===== src/logic/pss_pkg.sv =====
/*
  package of the power supervision sequencer: switch codes, timing figures
  and derived cycle counts.
  assumes a 20 mhz controller clock and a one-tick-per-millisecond divider.
*/
package pss_pkg;
  // ==========================================================================
  // clock and tick
  // ==========================================================================
  localparam int unsigned CLK_HZ = 20000000;
  localparam int unsigned TICK_MS = 1;
  localparam int unsigned TICK_CYCLES = CLK_HZ / 1000 * TICK_MS;
  // ==========================================================================
  // input configuration switch codes
  // ==========================================================================
  localparam logic [3:0] CFG_TEST = 4'h0;
  localparam logic [3:0] CFG_PULLDOWN = 4'h1;
  localparam logic [3:0] CFG_PULLUP = 4'h2;
  // ==========================================================================
  // timing select switch codes
  // ==========================================================================
  localparam logic [3:0] SEL_BYPASS = 4'h0;
  localparam logic [3:0] SEL_USER = 4'ha;
  // ==========================================================================
  // times in milliseconds, as printed
  // ==========================================================================
  localparam int unsigned T_0S_MS = 0;
  localparam int unsigned T_1S_MS = 1000;
  localparam int unsigned T_2S_MS = 2000;
  localparam int unsigned T_5S_MS = 5000;
  localparam int unsigned T_60S_MS = 60000;
  localparam int unsigned T_120S_MS = 120000;
  localparam int unsigned T_300S_MS = 300000;
  localparam int unsigned T_PULSE_MS = 250;
  localparam int unsigned T_LONG_MS = 5000;
  // counter width in bits
  localparam int unsigned MS_W = 20;
  // reset values
  localparam logic [1:0] RST_PWR = 2'b00;
endpackage : pss_pkg


===== src/logic/pss_sequencer.sv =====
/*
  power supervision sequencer: power fail monitor and remote on/off
  sequencer with debouncing, start-up hold, hard-off timeout, pulse modes.
  assumes the control pin, supply-present pin and processor signals are
  asynchronous; switches are quasi-static; reset is synchronous, active high.
*/
`timescale 1ns/100ps
`default_nettype none

// Functional notes
// - input configuration switch selects pin behaviour
// - timing switch zero is bypass power-fail
// - power fail pin monitored, exposed as flag
// - active control requests shutdown, then power off
// - modes six to nine use pulse commands
// - modes six, eight start up on pulse
// - modes eight, nine: long pulse forces off
// - control input debounced per switch position
// - request held for start-up time while booting
// - after request, hard-off timeout cuts power
// - position a user timings, b-f reserved
// - leds follow stop, board ready, setup bits
// - power fail flag reads low on failure
module pss_sequencer #(
  parameter int unsigned TICK_CYCLES_P = pss_pkg::TICK_CYCLES, // cycles per tick
  parameter int unsigned USER_DEB_ON_P = pss_pkg::T_2S_MS, // user on debounce, ms
  parameter int unsigned USER_DEB_OFF_P = pss_pkg::T_60S_MS, // user off debounce, ms
  parameter int unsigned USER_START_P = pss_pkg::T_60S_MS, // user start-up hold, ms
  parameter int unsigned USER_HARD_P = pss_pkg::T_60S_MS // user hard-off, ms
) (
  input wire logic clk_i,
  input wire logic reset_i,
  input wire logic [3:0] input_config_switch_i, // pin configuration
  input wire logic [3:0] timing_select_switch_i, // mode / timing select
  input wire logic ctrl_pin_i, // power fail or remote on/off pin
  input wire logic supply_ok_i, // supply power present
  input wire logic booted_i, // processor finished booting
  input wire logic stop_bit_i, // control register stop bit
  input wire logic board_ready_bit_i, // setup register board ready bit
  input wire logic aux_bit_i, // setup register aux bit
  output logic supply_loss_flag_n_o, // status flag, low on power fail
  output logic pulldown_en_o, // pin pulldown enable
  output logic pullup_en_o, // pin pullup enable
  output logic shutdown_req_o, // request to processor: go to shutdown
  output logic main_power_on_o, // main supply switch
  output logic led_red_o, // front red led
  output logic led_green_o, // front green led
  output logic led_aux_o // optional aux led
);
  import pss_pkg::*;

  // refuse a zero tick and user timings that the interval counters cannot hold
  if ((TICK_CYCLES_P < 1) || ((USER_DEB_ON_P >> MS_W) != 0) || ((USER_DEB_OFF_P >> MS_W) != 0)
      || ((USER_START_P >> MS_W) != 0) || ((USER_HARD_P >> MS_W) != 0)) begin : g_bad_param
    $error("tick or user timing outside what the counters can serve");
  end

  // ==========================================================================
  // types and declarations
  // ==========================================================================
  typedef enum logic [2:0] {
    PSS_OFF, PSS_RUN, PSS_HOLD, PSS_SHUTDOWN, PSS_PULSE
  } pss_state_type;

  typedef struct packed {
    logic [MS_W-1:0] deb_on;
    logic [MS_W-1:0] deb_off;
    logic [MS_W-1:0] start;
    logic [MS_W-1:0] hard;
  } pss_timing_type;

  pss_state_type state_reg; // sequencer state
  logic [1:0] ctrl_sync_reg; // pin synchroniser
  logic [1:0] sup_sync_reg; // supply-present synchroniser
  logic [1:0] boot_sync_reg; // boot-done synchroniser
  logic [31:0] div_reg; // tick divider
  logic tick_reg; // one-cycle millisecond pulse
  logic deb_reg; // debounced control level
  logic deb_prev_reg; // previous debounced level
  logic [MS_W-1:0] deb_cnt_reg; // debounce interval count
  logic [MS_W-1:0] seq_cnt_reg; // hold / hard-off count
  logic [MS_W-1:0] pulse_cnt_reg; // pulse width count
  logic ctrl_raw; // synchronised pin, active high
  logic sup_ok; // synchronised supply present
  logic booted; // synchronised boot done
  logic remote_mode; // remote on/off modes active
  logic pulse_mode; // modes six to nine
  logic start_mode; // modes six and eight
  logic long_mode; // modes eight and nine
  logic rise; // debounced rising edge
  logic fall; // debounced falling edge
  logic long_hit; // pulse exceeded the long limit
  pss_timing_type tm; // timing of current position
  // one tick step at full counter width
  localparam logic [MS_W-1:0] CNT_STEP = {{(MS_W-1){1'b0}}, 1'b1};

  // ==========================================================================
  // timing table
  // ==========================================================================
  function automatic logic [MS_W-1:0] ms(input int unsigned v);
    ms = v[MS_W-1:0];
  endfunction

  // timing lookup per switch position
  // debounce per position
  function automatic pss_timing_type timing_of(input logic [3:0] pos);
    pss_timing_type t;
    t = '{ms(T_0S_MS), ms(T_0S_MS), ms(T_60S_MS), ms(T_60S_MS)};
    unique case (pos)
      4'h1: t = '{ms(T_2S_MS), ms(T_60S_MS), ms(T_5S_MS), ms(T_60S_MS)};
      4'h2: t = '{ms(T_2S_MS), ms(T_60S_MS), ms(T_60S_MS), ms(T_300S_MS)};
      4'h3: t = '{ms(T_2S_MS), ms(T_60S_MS), ms(T_60S_MS), ms(T_120S_MS)};
      4'h4: t = '{ms(T_1S_MS), ms(T_5S_MS), ms(T_5S_MS), ms(T_60S_MS)};
      4'h5: t = '{ms(T_5S_MS), ms(T_5S_MS), ms(T_60S_MS), ms(T_60S_MS)};
      4'h9: t = '{ms(T_0S_MS), ms(T_0S_MS), ms(T_60S_MS), ms(T_0S_MS)};
      4'ha: t = '{ms(USER_DEB_ON_P), ms(USER_DEB_OFF_P), ms(USER_START_P),
                  ms(USER_HARD_P)};
      default: t = '{ms(T_0S_MS), ms(T_0S_MS), ms(T_60S_MS), ms(T_60S_MS)};
    endcase
    timing_of = t;
  endfunction

  // ==========================================================================
  // mode decode
  // ==========================================================================
  // position zero is bypass
  always_comb begin
    tm = timing_of(timing_select_switch_i);
    remote_mode = (input_config_switch_i == CFG_PULLDOWN) &&
                  (timing_select_switch_i != SEL_BYPASS) &&
                  (timing_select_switch_i <= SEL_USER);
    pulse_mode = (timing_select_switch_i >= 4'h6) && (timing_select_switch_i <= 4'h9);
    start_mode = (timing_select_switch_i == 4'h6) || (timing_select_switch_i == 4'h8);
    long_mode = (timing_select_switch_i == 4'h8) || (timing_select_switch_i == 4'h9);
    rise = deb_reg && !deb_prev_reg;
    fall = !deb_reg && deb_prev_reg;
    long_hit = long_mode && deb_reg && (pulse_cnt_reg >= ms(T_LONG_MS));
  end

  // ==========================================================================
  // synchronisers
  // ==========================================================================
  // two flip-flops on every asynchronous input
  always_ff @(posedge clk_i) begin
    if (reset_i) begin
      ctrl_sync_reg <= 2'b00;
      sup_sync_reg <= 2'b00;
      boot_sync_reg <= 2'b00;
    end else begin
      ctrl_sync_reg <= {ctrl_sync_reg[0], ctrl_pin_i};
      sup_sync_reg <= {sup_sync_reg[0], supply_ok_i};
      boot_sync_reg <= {boot_sync_reg[0], booted_i};
    end
  end
  assign ctrl_raw = ctrl_sync_reg[1];
  assign sup_ok = sup_sync_reg[1];
  assign booted = boot_sync_reg[1];

  // ==========================================================================
  // millisecond tick
  // ==========================================================================
  // fixed tick from clock
  always_ff @(posedge clk_i) begin
    if (reset_i) begin
      div_reg <= 32'h0;
      tick_reg <= 1'b0;
    end else if (div_reg >= TICK_CYCLES_P - 1) begin
      div_reg <= 32'h0;
      tick_reg <= 1'b1;
    end else begin
      div_reg <= div_reg + 32'h1;
      tick_reg <= 1'b0;
    end
  end

  // ==========================================================================
  // debouncer
  // ==========================================================================
  // stable for on/off time
  always_ff @(posedge clk_i) begin
    if (reset_i) begin
      deb_reg <= 1'b0;
      deb_cnt_reg <= '0;
    end else if (ctrl_raw == deb_reg) begin
      // input agrees with output: interval restarts
      deb_cnt_reg <= '0;
    end else if (deb_cnt_reg >= (ctrl_raw ? tm.deb_on : tm.deb_off)) begin
      deb_reg <= ctrl_raw;
      deb_cnt_reg <= '0;
    end else if (tick_reg) begin
      deb_cnt_reg <= deb_cnt_reg + CNT_STEP;
    end
  end

  // previous debounced level and pulse width
  always_ff @(posedge clk_i) begin
    if (reset_i) begin
      deb_prev_reg <= 1'b0;
      pulse_cnt_reg <= '0;
    end else begin
      deb_prev_reg <= deb_reg;
      if (!deb_reg) begin
        pulse_cnt_reg <= '0;
      end else if (tick_reg && (pulse_cnt_reg != '1)) begin
        pulse_cnt_reg <= pulse_cnt_reg + CNT_STEP;
      end
    end
  end

  // ==========================================================================
  // sequencer
  // ==========================================================================
  // state and interval counter
  always_ff @(posedge clk_i) begin
    if (reset_i) begin
      state_reg <= PSS_RUN;
      seq_cnt_reg <= '0;
    end else if (!remote_mode) begin
      // bypass, reserved positions, power fail or test: power stays on
      state_reg <= PSS_RUN;
      seq_cnt_reg <= '0;
    end else if (long_hit && (state_reg != PSS_OFF)) begin
      state_reg <= PSS_OFF;
      seq_cnt_reg <= '0;
    end else begin
      unique case (state_reg)
        PSS_OFF: begin
          seq_cnt_reg <= '0;
          // pulse starts system
          // a pulse restarts; the release of a long hard-off press does not
          if (start_mode && sup_ok && fall &&
              !(long_mode && (pulse_cnt_reg >= ms(T_LONG_MS)))) begin
            state_reg <= PSS_RUN;
          end else if (!pulse_mode && !deb_reg && sup_ok) begin
            // level modes come back on when control is released
            state_reg <= PSS_RUN;
          end
        end
        PSS_RUN: begin
          seq_cnt_reg <= '0;
          // pulse modes act on a pulse
          // level modes act on active level
          if (pulse_mode ? rise : deb_reg) begin
            state_reg <= booted ? PSS_SHUTDOWN : PSS_HOLD;
          end
        end
        PSS_HOLD: begin
          if (booted || (seq_cnt_reg >= tm.start)) begin
            state_reg <= PSS_SHUTDOWN;
            seq_cnt_reg <= '0;
          end else if (tick_reg) begin
            seq_cnt_reg <= seq_cnt_reg + CNT_STEP;
          end
        end
        PSS_SHUTDOWN: begin
          if (seq_cnt_reg >= tm.hard) begin
            state_reg <= PSS_PULSE;
            seq_cnt_reg <= '0;
          end else if (tick_reg) begin
            seq_cnt_reg <= seq_cnt_reg + CNT_STEP;
          end
        end
        PSS_PULSE: begin
          // wait for the command to be released before re-arming
          seq_cnt_reg <= '0;
          if (!deb_reg) begin
            state_reg <= PSS_OFF;
          end
        end
      endcase
    end
  end

  // ==========================================================================
  // outputs
  // ==========================================================================
  // registered outputs
  always_ff @(posedge clk_i) begin
    if (reset_i) begin
      supply_loss_flag_n_o <= 1'b1;
      pulldown_en_o <= 1'b0;
      pullup_en_o <= 1'b0;
      shutdown_req_o <= 1'b0;
      main_power_on_o <= 1'b1;
      led_red_o <= 1'b0;
      led_green_o <= 1'b0;
      led_aux_o <= 1'b0;
    end else begin
      pulldown_en_o <= (input_config_switch_i == CFG_PULLDOWN);
      pullup_en_o <= (input_config_switch_i == CFG_PULLUP);
      if (input_config_switch_i == CFG_TEST) begin
        supply_loss_flag_n_o <= 1'b0;
      end else if (input_config_switch_i == CFG_PULLUP) begin
        supply_loss_flag_n_o <= ctrl_raw;
      end else begin
        supply_loss_flag_n_o <= 1'b1;
      end
      shutdown_req_o <= (state_reg == PSS_SHUTDOWN);
      main_power_on_o <= (state_reg != PSS_OFF) && (state_reg != PSS_PULSE);
      led_red_o <= stop_bit_i;
      led_green_o <= board_ready_bit_i;
      led_aux_o <= aux_bit_i;
    end
  end

endmodule // pss_sequencer

`default_nettype wire


===== config.mk =====
export PLATFORM = sky130hd
export DESIGN_NAME = pss_sequencer
export DESIGN_NICKNAME = d
export VERILOG_FILES = /design/src/logic/pss_pkg.sv /design/src/logic/pss_sequencer.sv
export SDC_FILE = /design/constraint.sdc
export NUM_CORES = 1
export LEC_CHECK = 0
export BUFFER_PORTS_ARGS = -buffer_cell sky130_fd_sc_hd__buf_2
export CAP_MARGIN = 20
export CORE_MARGIN = 3
export CORE_UTILIZATION = 45
export DETAILED_ROUTE_END_ITERATION = 10
export PLACE_DENSITY = 0.69
export SLEW_MARGIN = 20
export SYNTH_ARGS = -nofsm -noshare
export SYNTH_HDL_FRONTEND = slang
export SYNTH_SLANG_ARGS = --single-unit

===== constraint.sdc =====
create_clock -name clk_i -period 5.2 [get_ports clk_i]
set_clock_uncertainty 0.05 [all_clocks]
set_input_delay 0.78 -clock clk_i [delete_from_list [all_inputs] [get_ports clk_i]]
set_output_delay 0.78 -clock clk_i [all_outputs]
set_load 0.005 [all_outputs]

## After elaboration in Yosys (flattened, before gate mapping)

Cells that the tools add are included.

| word-level totals | value |
|---|---|
| register bits | 112 |
| bits of input ports | 16 |
| output and inout port bits | 8 |
| logic and storage cells | 118 |

| cells by class | value |
|---|---|
| $add $sub $neg | 4 |
| order comparisons | 8 |
| equal/unequal tests | 28 |
| multiplexer cells | 19 |
| bitwise gates (word level) | 3 |
| reduce and logical (&&, ||, !) cells | 36 |

Operators by type and width:

| cell | number |
|---|---|
| $pmux 73 s7 | 1 |
| $mux 20 | 4 |
| $add 20x1->20 const B | 3 |
| $ge 20x20->1 | 3 |
| $pmux 20 s3 | 1 |
| $add 32x1->32 const B | 1 |
| $ge 32x15->1 const B | 1 |
| $ge 20x13->1 const B | 1 |
| $ne 20x20->1 const B | 1 |
| $mux 3 | 6 |
| $ne 3x3->1 const B | 6 |
| $logic_and 1x1->1 | 16 |
| $pmux 3 s5 | 1 |
| $eq 4x2->1 const B | 3 |
| $eq 4x3->1 const B | 3 |
| $eq 4x4->1 const B | 3 |
| $reduce_and 5->1 | 2 |
| $reduce_or 3->1 | 3 |
| $eq 4x1->1 const B | 2 |
| $le 4x4->1 const B | 2 |
| $ne 2x2->1 const B | 4 |
| $eq 3x2->1 const B | 2 |
| $mux 1 | 6 |
| $reduce_or 2->1 | 3 |
| other kinds (13) | 20 |

## Logic depth before layout (Yosys ltp)

Gate-level depths: netlist of the first run.

| logic depth | value |
|---|---|
| depth after elaboration | 9 |
| depth in mapped cells | 14 |
| gate-level depth less buffers | 12 |

## Worst setup path after synthesis of the first run

Ideal clock, no wire load.

| timing path | value |
|---|---|
| kind | in2reg |
| start | input timing_select_switch_i[0] |
| end | register state_reg[0] |
| setup time | 73 ps |
| data arrival time | 3054 ps |
| required time | 5077 ps |
| path slack | 2022 ps |
| stages on the path | 10 |
| path buffers | 1 |
| path through | buf_1 -> xnor2_1 -> nor3_1 -> ha_1 -> nand4b_1 -> a311o_1 -> a21oi_1 -> nor3_1 -> or4_1 -> o211ai_2 |

| between the ends | value |
|---|---|
| word-level cells in the longest chain between the ends | 8 |
| elaborated cells between the ends (all ways) | 45 |
| those cells by class | order compare (5); eq/ne (14); mux (5); bitwise (1); reduce/logical (20) |

Ends and longest elaborated chain:

| item | line | source |
|---|---|---|
| from (decl) | pss_sequencer.sv:34 | `input wire logic [3:0] timing_select_switch_i,` |
| branches (longest 8 deep; another with $ge 20x20->1) | - |  |
| to (signal assigned) | pss_sequencer.sv:244 | `state_reg <= booted ? PSS_SHUTDOWN : PSS_HOLD;` |
| to (decl) | pss_sequencer.sv:72 | `pss_state_type state_reg;` |

Several ways; the timed one is not identified.
A chain may end at the register's enable or synchronous reset.

## Worst setup path in the final report of the first run

| timing path | value |
|---|---|
| start | input timing_select_switch_i[0] |
| end | register deb_cnt_reg[11] |

| between the ends | value |
|---|---|
| word-level cells in the longest chain between the ends | 5 |
| elaborated cells between the ends (all ways) | 11 |
| those cells by class | order compare (1); eq/ne (7); mux (2); reduce/logical (1) |

Ends and longest elaborated chain:

| item | line | source |
|---|---|---|
| $eq 4x4->1 (tied with other cells) | pss_sequencer.sv:109 | `unique case (pos)` |
| $pmux 73 s7 (*) | pss_sequencer.sv:109 |  |
| $mux 20 (*) | pss_sequencer.sv:187 | `end else if (deb_cnt_reg >= (ctrl_raw ? tm.deb_on : tm.deb_off)) begin` |
| $ge 20x20->1 (*) | pss_sequencer.sv:187 |  |
| $reduce_or 3->1 (no source line) (*) | - |  |
| to (signal assigned) | pss_sequencer.sv:191 | `deb_cnt_reg <= deb_cnt_reg + CNT_STEP;` |
| to (decl) | pss_sequencer.sv:80 | `logic [MS_W-1:0] deb_cnt_reg;` |

Every way passes the cells marked *; elsewhere a longest branch is shown, timed or not.

==> results.ini, run 1 <==
[run_status]
outcome = completed

[die]
core_um2 = 11700
die-width_um = 117
rows = 39
initial_core_util_pct = 47.1
io_pins = 24
dieArea_um2 = 13600
die_h_um = 117

[drt]
vias_per_cell = 5.33
num_vias = 4319
antenna_left = 0
drc_errors = 0
firstDrtPassIters = 4
wire_per_inst_um = 13.2
wl_um = 10700
drt-initial-drc-count = 226

[clock_network]
insertion_delay_ns = 0.36
cts_resized = 0
hold_buffers = 0
h-tree-depth = 3
clkSinkCount = 112
path_clk_slew_ns = 0.07
clock_path_buffers = 2
clock-root-buffer = clkbuf_16
cts_buffers = 9
post-cts-setup-buffers = 0
cts_tree = yes

[place]
gp_congestion = 0.844
dpl-instance-area_um2 = 5800
pre_cts_ws_ns = 1.63
dp_hpwl_um = 8030
portBuffers = 23

[timing]
slew_headroom_pct = 49.5
tns_ns = 0
period_share_pct = 61.6
rsz0062_at_grt = false
max_freq_ghz = 0.312
finalSetupViolCount = 0
final.setup.worst_slack_ns = 2.00
worst_pin_slew_ns = 0.752
final-hold-violation-count = 0
finalCriticalPeriod_ns = 3.20
whs_ns = 0.406
finalMaxSlewViolations = 0

[worst_setup_path]
rr_endpoint = deb_cnt_reg[11]$_SDFFE_PP0P_
crit_type = input pin to register
required_ns = 5.43
reg2regPathDepth = 9
crit-reg2reg-launch = ctrl_sync_reg[1]$_SDFF_PP0_
worstSetupEndpointType = register
rrSetupSlack_ns = 2.40
cp.arrival_ns = 3.44
cp-start-kind = input pin
cp_max_fo = 15

[final_layout]
drive_above_1_share_pct = 7.35
antenna_cells = 0
layout.nets = 721
fin_util_pct = 52.4
finalInstanceArea_um2 = 6110
area_delta_synth_final_pct = 11.1
largest_reg_flops = 32
final.fill_count = 1091

[yosys]
synth-seq-cells = 112
synth-xor-area-share_pct = 10.0
yosys-top-cells-area = dfxtp_1, ha_1, nor2_1
syn_area_per_cell_um2 = 8.79
synth_cell_types = 60
synth-compound-area-share_pct = 9.24
yosysWarnings = 0
synthAdderAreaFrac_pct = 9.79
synth_ff_type = dfxtp_1
synth.cell_area_um2 = 5500
yosysSeqAreaShare_pct = 40.8
synth.mux.area_fraction_pct = 0.911
synth_cells = 625
async_reset_ff_share_pct = 0
synth_top_area_cell = dfxtp_1
synth.most_common_cell = dfxtp_1
synth_top_family_by_area = simple AND/OR/NAND/NOR gates
synth_edf_count = 0
synth_top_cell_area_share_pct = 40.8
ys_top_cells_by_count = dfxtp_1, nor2_1, nand2_1, ha_1, xnor2_1
synth_simple_gate_area_share_pct = 25.8

[min_path]
hp-class = register to register
hold_path_end = ctrl_sync_reg[1]$_SDFF_PP0_
hold_start = ctrl_sync_reg[0]$_SDFF_PP0_
hold_depth = 1

[power]
power_density_nw_per_um2 = 270
p_sw_w = 0.000371
p_leak_nw = 2.29
p_comb_share_pct = 4.1
p_seq_share_pct = 53.1
clkPwrFrac_pct = 42.9
peakVddDrop_mv = 0.176
p_int_w = 0.00128
power_switching_share_pct = 22.5

[job]
cap_violations = 0

[grt]
antenna_found_initial = 0
grt_pass1_vias = 4059
grt_max_degree = 22
grt_use_total_pct = 17.3
grt_pass1_wl_um = 18700
grt_overflow = 0

## power groups by stage
stage	clock network [W]	logic [W]	registers [W]
3_5_place_dp	0	0.0000676	0.000896
6_report	0.000707	0.0000674	0.000875
2_1_floorplan	0	0.0000479	0.000894
4_1_cts	0.000722	0.0000679	0.000875
3_3_place_gp	0	0.0000648	0.000895
5_1_grt	0.000756	0.0000785	0.000876
## layout by cell type (no fill, tap or decap), types with 4 or more instances in the layout
cell type,Yosys,routed
a21o_1,8,8
a21oi_1,21,21
and3_1,13,13
and4_1,4,4
buf_2,6,23
clkbuf_16,0,9
conb_1,1,20
dfxtp_1,112,112
ha_1,43,43
inv_1,29,29
mux2i_1,5,5
nand2_1,44,44
nand2b_1,4,4
nand3_1,28,28
nand4_1,17,17
nor2_1,92,92
nor2b_1,12,12
nor3_1,16,16
nor3b_1,4,4
nor4_1,11,11
o21ai_0,13,13
or3_1,13,13
or4_1,4,4
xnor2_1,36,36
xor2_1,27,27
## logic make-up after synthesis
logic type                 Yosys count
and+or+nand+nor                    280
muxes                                5
AOI/OAI and AO/OA                   74
xor gates and xnor gates            63
adders and majority gates           43
other                                1
buffers and inverters               47
DFF                                112
## metrics by stage
step | total power [W] | cells
final | 0.00165 | 810
after detailed placement | 0.000963 | 794
after global routing | 0.00171 | 810
after global placement | 0.000960 | 794
after CTS | 0.00167 | 810
after floorplan | 0.000942 | 644
## metal layers
| layer | track usage, % | wire length, um | part of all wire (%) |
|---|---|---|---|
| met5 | 0 | 0 | 0 |
| met4 | 6.73 | 170 | 1.6 |
| met3 | 3.89 | 398 | 3.7 |
| met2 | 28.6 | 5040 | 47 |
| met1 | 22.0 | 5120 | 48 |
## worst max path at each step
| stage | depth (start not counted) | start | endpoint | slack (ns) |
|---|---|---|---|---|
| floorplan | 10 | timing_select_switch_i[0] | state_reg[0]$_SDFFE_PP1P_ | 2.02 |
| CTS | 12 | timing_select_switch_i[0] | deb_cnt_reg[11]$_SDFFE_PP0P_ | 2.01 |
| detailed placement | 12 | timing_select_switch_i[0] | deb_cnt_reg[11]$_SDFFE_PP0P_ | 1.63 |
| global route | 12 | timing_select_switch_i[0] | deb_cnt_reg[3]$_SDFFE_PP0P_ | 1.70 |
| global placement | 12 | timing_select_switch_i[0] | deb_cnt_reg[13]$_SDFFE_PP0P_ | 1.76 |
| finish | 12 | timing_select_switch_i[0] | deb_cnt_reg[11]$_SDFFE_PP0P_ | 2.00 |
## layout make-up
type	count	area, um^2	area share [%]
Timing Repair Buffer	25	130	2.13
Clock inverter	7	81.3	1.33
Tap cell	143	179	2.93
Sequential cell	112	2240	36.7
Clock buffer	9	225	3.69
Multi-Input combinational cell	485	3140	51.4
Inverter	29	109	1.78
## critical path, cell delays in order
cell and delay [ns]:
buf_2 0.17, nand2_1 0.11, o21ai_0 0.09, nor2_1 0.22, nand2_1 0.18, ha_1 0.33
a21o_1 0.16, a21o_1 0.17, a211oi_1 0.34, o21a_1 0.22, nand3_1 0.43, nor2_1 0.25
Note: power is estimated with default switching activity, not from simulation.
==> inputs of run 2 (changes only) <==
Settings changed: ABC_AREA set to 1.
Clock period 5.2 ns to 3.3 ns, I/O delays scaled along.
==> run 2 against run 1 <==
Against the previous run: combinational power is 96% higher; synthesized cell count is 36% higher; power increased by 58%; largest power group unchanged.
==> results.ini, run 2 <==
[run_status]
outcome = completed  ; unchanged

[clock_network]
h-tree-depth = 3  ; unchanged
cts_buffers = 9  ; unchanged
cts_resized = 0  ; unchanged
cts_tree = yes  ; unchanged
insertion_delay_ns = 0.36  ; about the same
clock-root-buffer = clkbuf_16  ; unchanged
clock_path_buffers = 2  ; unchanged
hold_buffers = 0  ; unchanged
post-cts-setup-buffers = 0  ; unchanged
clkSinkCount = 112  ; unchanged
path_clk_slew_ns = 0.08  ; was 0.07 ns

[grt]
grt_max_degree = 22  ; unchanged
grt_use_total_pct = 18.4  ; was 17.3%
grt_overflow = 0  ; unchanged
grt_pass1_vias = 4841  ; was 4059
antenna_found_initial = 0  ; unchanged
grt_pass1_wl_um = 22200  ; was 18700 um

[yosys]
synth_cell_types = 42  ; was 60
synth_top_area_cell = dfxtp_1  ; unchanged
synth_top_family_by_area = simple AND/OR/NAND/NOR gates  ; unchanged
synth_ff_type = dfxtp_1  ; unchanged
synth-xor-area-share_pct = 6.16  ; was 10.0%
yosysWarnings = 0  ; unchanged
synth_cells = 848  ; was 625
ys_top_cells_by_count = nand2_1, nor2_1, dfxtp_1, inv_1, ha_1  ; was dfxtp_1, nor2_1, nand2_1, ha_1, xnor2_1
synth.mux.area_fraction_pct = 0  ; was 0.911%
synth.cell_area_um2 = 6120  ; was 5500 um^2
synth_top_cell_area_share_pct = 36.7  ; was 40.8%
yosys-top-cells-area = dfxtp_1, nand2_1, ha_1  ; was dfxtp_1, ha_1, nor2_1
syn_area_per_cell_um2 = 7.21  ; was 8.79 um^2
synth.most_common_cell = nand2_1  ; was dfxtp_1
synthAdderAreaFrac_pct = 8.80  ; was 9.79%
synth_simple_gate_area_share_pct = 33.1  ; was 25.8%
synth-seq-cells = 112  ; unchanged
synth_edf_count = 0  ; unchanged
yosysSeqAreaShare_pct = 36.7  ; was 40.8%
async_reset_ff_share_pct = 0  ; unchanged
synth-compound-area-share_pct = 6.63  ; was 9.24%

[worst_setup_path]
path_cells = buf_2 > nor2_1 > inv_1 > o211ai_1 > or2_2 > nand2_1 > inv_1 > ha_1 > nand2_1 > inv_1 > o31ai_1 > nand2_1 > nand2_1 > nand4_1 > or2_1 > nor2_1  ; was buf_2 > nand2_1 > o21ai_0 > nor2_1 > nand2_1 > ha_1 > a21o_1 > a21o_1 > a211oi_1 > o21a_1 > nand3_1 > nor2_1
crit-reg2reg-launch = ctrl_sync_reg[1]$_SDFF_PP0_  ; unchanged
cp_max_fo = 17  ; was 15
cp.arrival_ns = 3.02  ; was 3.44 ns
cp-start-kind = input pin  ; unchanged
slowest_stage = or2_1  ; was nand3_1
critPathBufInv = 4  ; was 1
setup.worst_path.start = timing_select_switch_i[1]  ; was timing_select_switch_i[0]
required_ns = 3.53  ; was 5.43 ns
crit_type = input pin to register  ; unchanged
worstSetupEndpointType = register  ; unchanged
cp_top_family = simple AND/OR/NAND/NOR gates  ; unchanged
cp_common_cell = nand2_1
rr_endpoint = deb_cnt_reg[16]$_SDFFE_PP0P_  ; was deb_cnt_reg[11]$_SDFFE_PP0P_
rrSetupSlack_ns = 0.65  ; was 2.40 ns
reg2regPathDepth = 13  ; was 9
critical_path.max_stage_delay_ns = 0.48  ; was 0.43 ns

[drt]
wl_um = 12800  ; was 10700 um
antenna_left = 0  ; unchanged
num_vias = 5228  ; was 4319
drc_errors = 0  ; unchanged
firstDrtPassIters = 4  ; unchanged
vias_per_cell = 4.89  ; was 5.33
wire_per_inst_um = 12.0  ; was 13.2 um
drt-initial-drc-count = 265  ; was 226

[place]
dp_hpwl_um = 9650  ; was 8030 um
pre_cts_ws_ns = 0.175  ; was 1.63 ns
dpl-instance-area_um2 = 6450  ; was 5800 um^2
portBuffers = 23  ; unchanged
gp_congestion = 0.860  ; was 0.844

[timing]
finalSetupViolCount = 0  ; unchanged
finalCriticalPeriod_ns = 2.79
rsz0062_at_grt = false  ; unchanged
finalMaxSlewViolations = 0  ; unchanged
max_freq_ghz = 0.359
period_share_pct = 84.5
final.setup.worst_slack_ns = 0.511  ; was 2.00 ns
final-hold-violation-count = 0  ; unchanged
whs_ns = 0.285  ; was 0.406 ns
tns_ns = 0  ; unchanged
slew_headroom_pct = 55.8  ; was 49.5%
worst_pin_slew_ns = 0.663  ; was 0.752 ns

[min_path]
hold_start = ctrl_pin_i  ; was ctrl_sync_reg[0]$_SDFF_PP0_
hold_depth = 3  ; was 1
hold_path_end = ctrl_sync_reg[0]$_SDFF_PP0_  ; was ctrl_sync_reg[1]$_SDFF_PP0_
hp-class = input pin to register  ; was register to register

[power]
power_density_nw_per_um2 = 386  ; was 270 nW/um^2
peakVddDrop_mv = 0.350  ; was 0.176 mV
p_leak_nw = 2.84  ; was 2.29 nW

[final_layout]
drive_above_1_share_pct = 9.14  ; was 7.35%
fin_util_pct = 52.3  ; was 52.4%
mostFrequentLayoutCells = nand2_1, nor2_1, dfxtp_1  ; was dfxtp_1, nor2_1, nand2_1
layout.nets = 951  ; was 721
largest_reg_flops = 32  ; unchanged
area_delta_synth_final_pct = 10.4  ; was 11.1%
antenna_cells = 0  ; unchanged
final_common_cell = nand2_1  ; was dfxtp_1
finalInstanceArea_um2 = 6760  ; was 6110 um^2

[job]
cap_violations = 0  ; unchanged

[die]
io_pins = 24  ; unchanged
initial_core_util_pct = 47.3  ; was 47.1%
rows = 41  ; was 39
core_um2 = 12900  ; was 11700 um^2
die_h_um = 123  ; was 117 um
die-width_um = 123  ; was 117 um
dieArea_um2 = 15000  ; was 13600 um^2

## run 2: changes by cell type after synthesis, moves of 8 or more
| cell | change |
|---|---|
| a21oi_1 | +8 |
| a21oi_2 | +8 |
| and3_1 | -10 |
| inv_1 | +78 |
| nand2_1 | +129 |
| nand2_2 | +8 |
| nand3_1 | +14 |
| nand4_1 | +10 |
| nor2_1 | +37 |
| nor2b_1 | -12 |
| nor3_1 | +21 |
| or3_1 | -13 |
| xnor2_1 | -24 |
## run 2: final cells by class
| class | instances | area [um^2] |
|---|---|---|
| tap | 172 | 215 |
| timing repair buffer | 27 | 145 |
| sequential | 112 | 2240 |
| clock inverter | 6 | 65.1 |
| fill | 1270 | 6170 |
| clock buffer | 10 | 239 |
| inverter | 114 | 430 |
| multi-input combinational | 628 | 3420 |
## run 2: cell families (layout without fill, tap and decap cells)
group           Yosys count  count (layout)
simple gates            454             454
buf+inv                 127             157
flops                   112             112
compound gates           68              68
fa+ha+maj                43              43
xor+xnor                 43              43
other cells               1              20
## run 2: per-layer routing
layer	track usage (%)	wire length [um]	up-vias
li1	-	-	2818
met1	25.7	6630	2322
met2	28.8	5530	76
met3	4.24	493	12
met4	4.62	158	0
met5	0	0	-
## run 2: how the worst max path moves through the flow
stage | end | slack, ns | cells past startpoint
floorplan | deb_cnt_reg[10]$_SDFFE_PP0P_ | 0.52 | 18
global placement | deb_cnt_reg[7]$_SDFFE_PP0P_ | 0.29 | 16
detailed placement | deb_cnt_reg[16]$_SDFFE_PP0P_ | 0.18 | 16
CTS | deb_cnt_reg[16]$_SDFFE_PP0P_ | 0.55 | 16
global route | deb_cnt_reg[16]$_SDFFE_PP0P_ | 0.30 | 14
finish | deb_cnt_reg[16]$_SDFFE_PP0P_ | 0.51 | 16
## run 2: per-stage QoR
step                power [W]  instances
floorplan             0.00151        867
global placement      0.00154       1053
detailed placement    0.00154       1053
CTS                   0.00265       1069
global route          0.00272       1069
finish                0.00261       1069
## run 2: where the power goes
group | internal, W | switching (W)
clock | 0.000557 | 0.000535
sequential | 0.00137 | 0.0000107
combinational | 0.0000439 | 0.0000882
total | 0.00197 | 0.000634
## run 2: worst reg2reg max path, stage by stage, from the launching register on
cell     delay, ns
dfxtp_1       0.36
inv_1         0.12
or2_2         0.35
nand2_1       0.07
inv_1         0.05
ha_1          0.31
nand2_1       0.08
inv_1         0.04
o31ai_1       0.21
nand2_1       0.08
nand2_1       0.06
nand4_1       0.12
or2_1         0.48
nor2_1        0.19
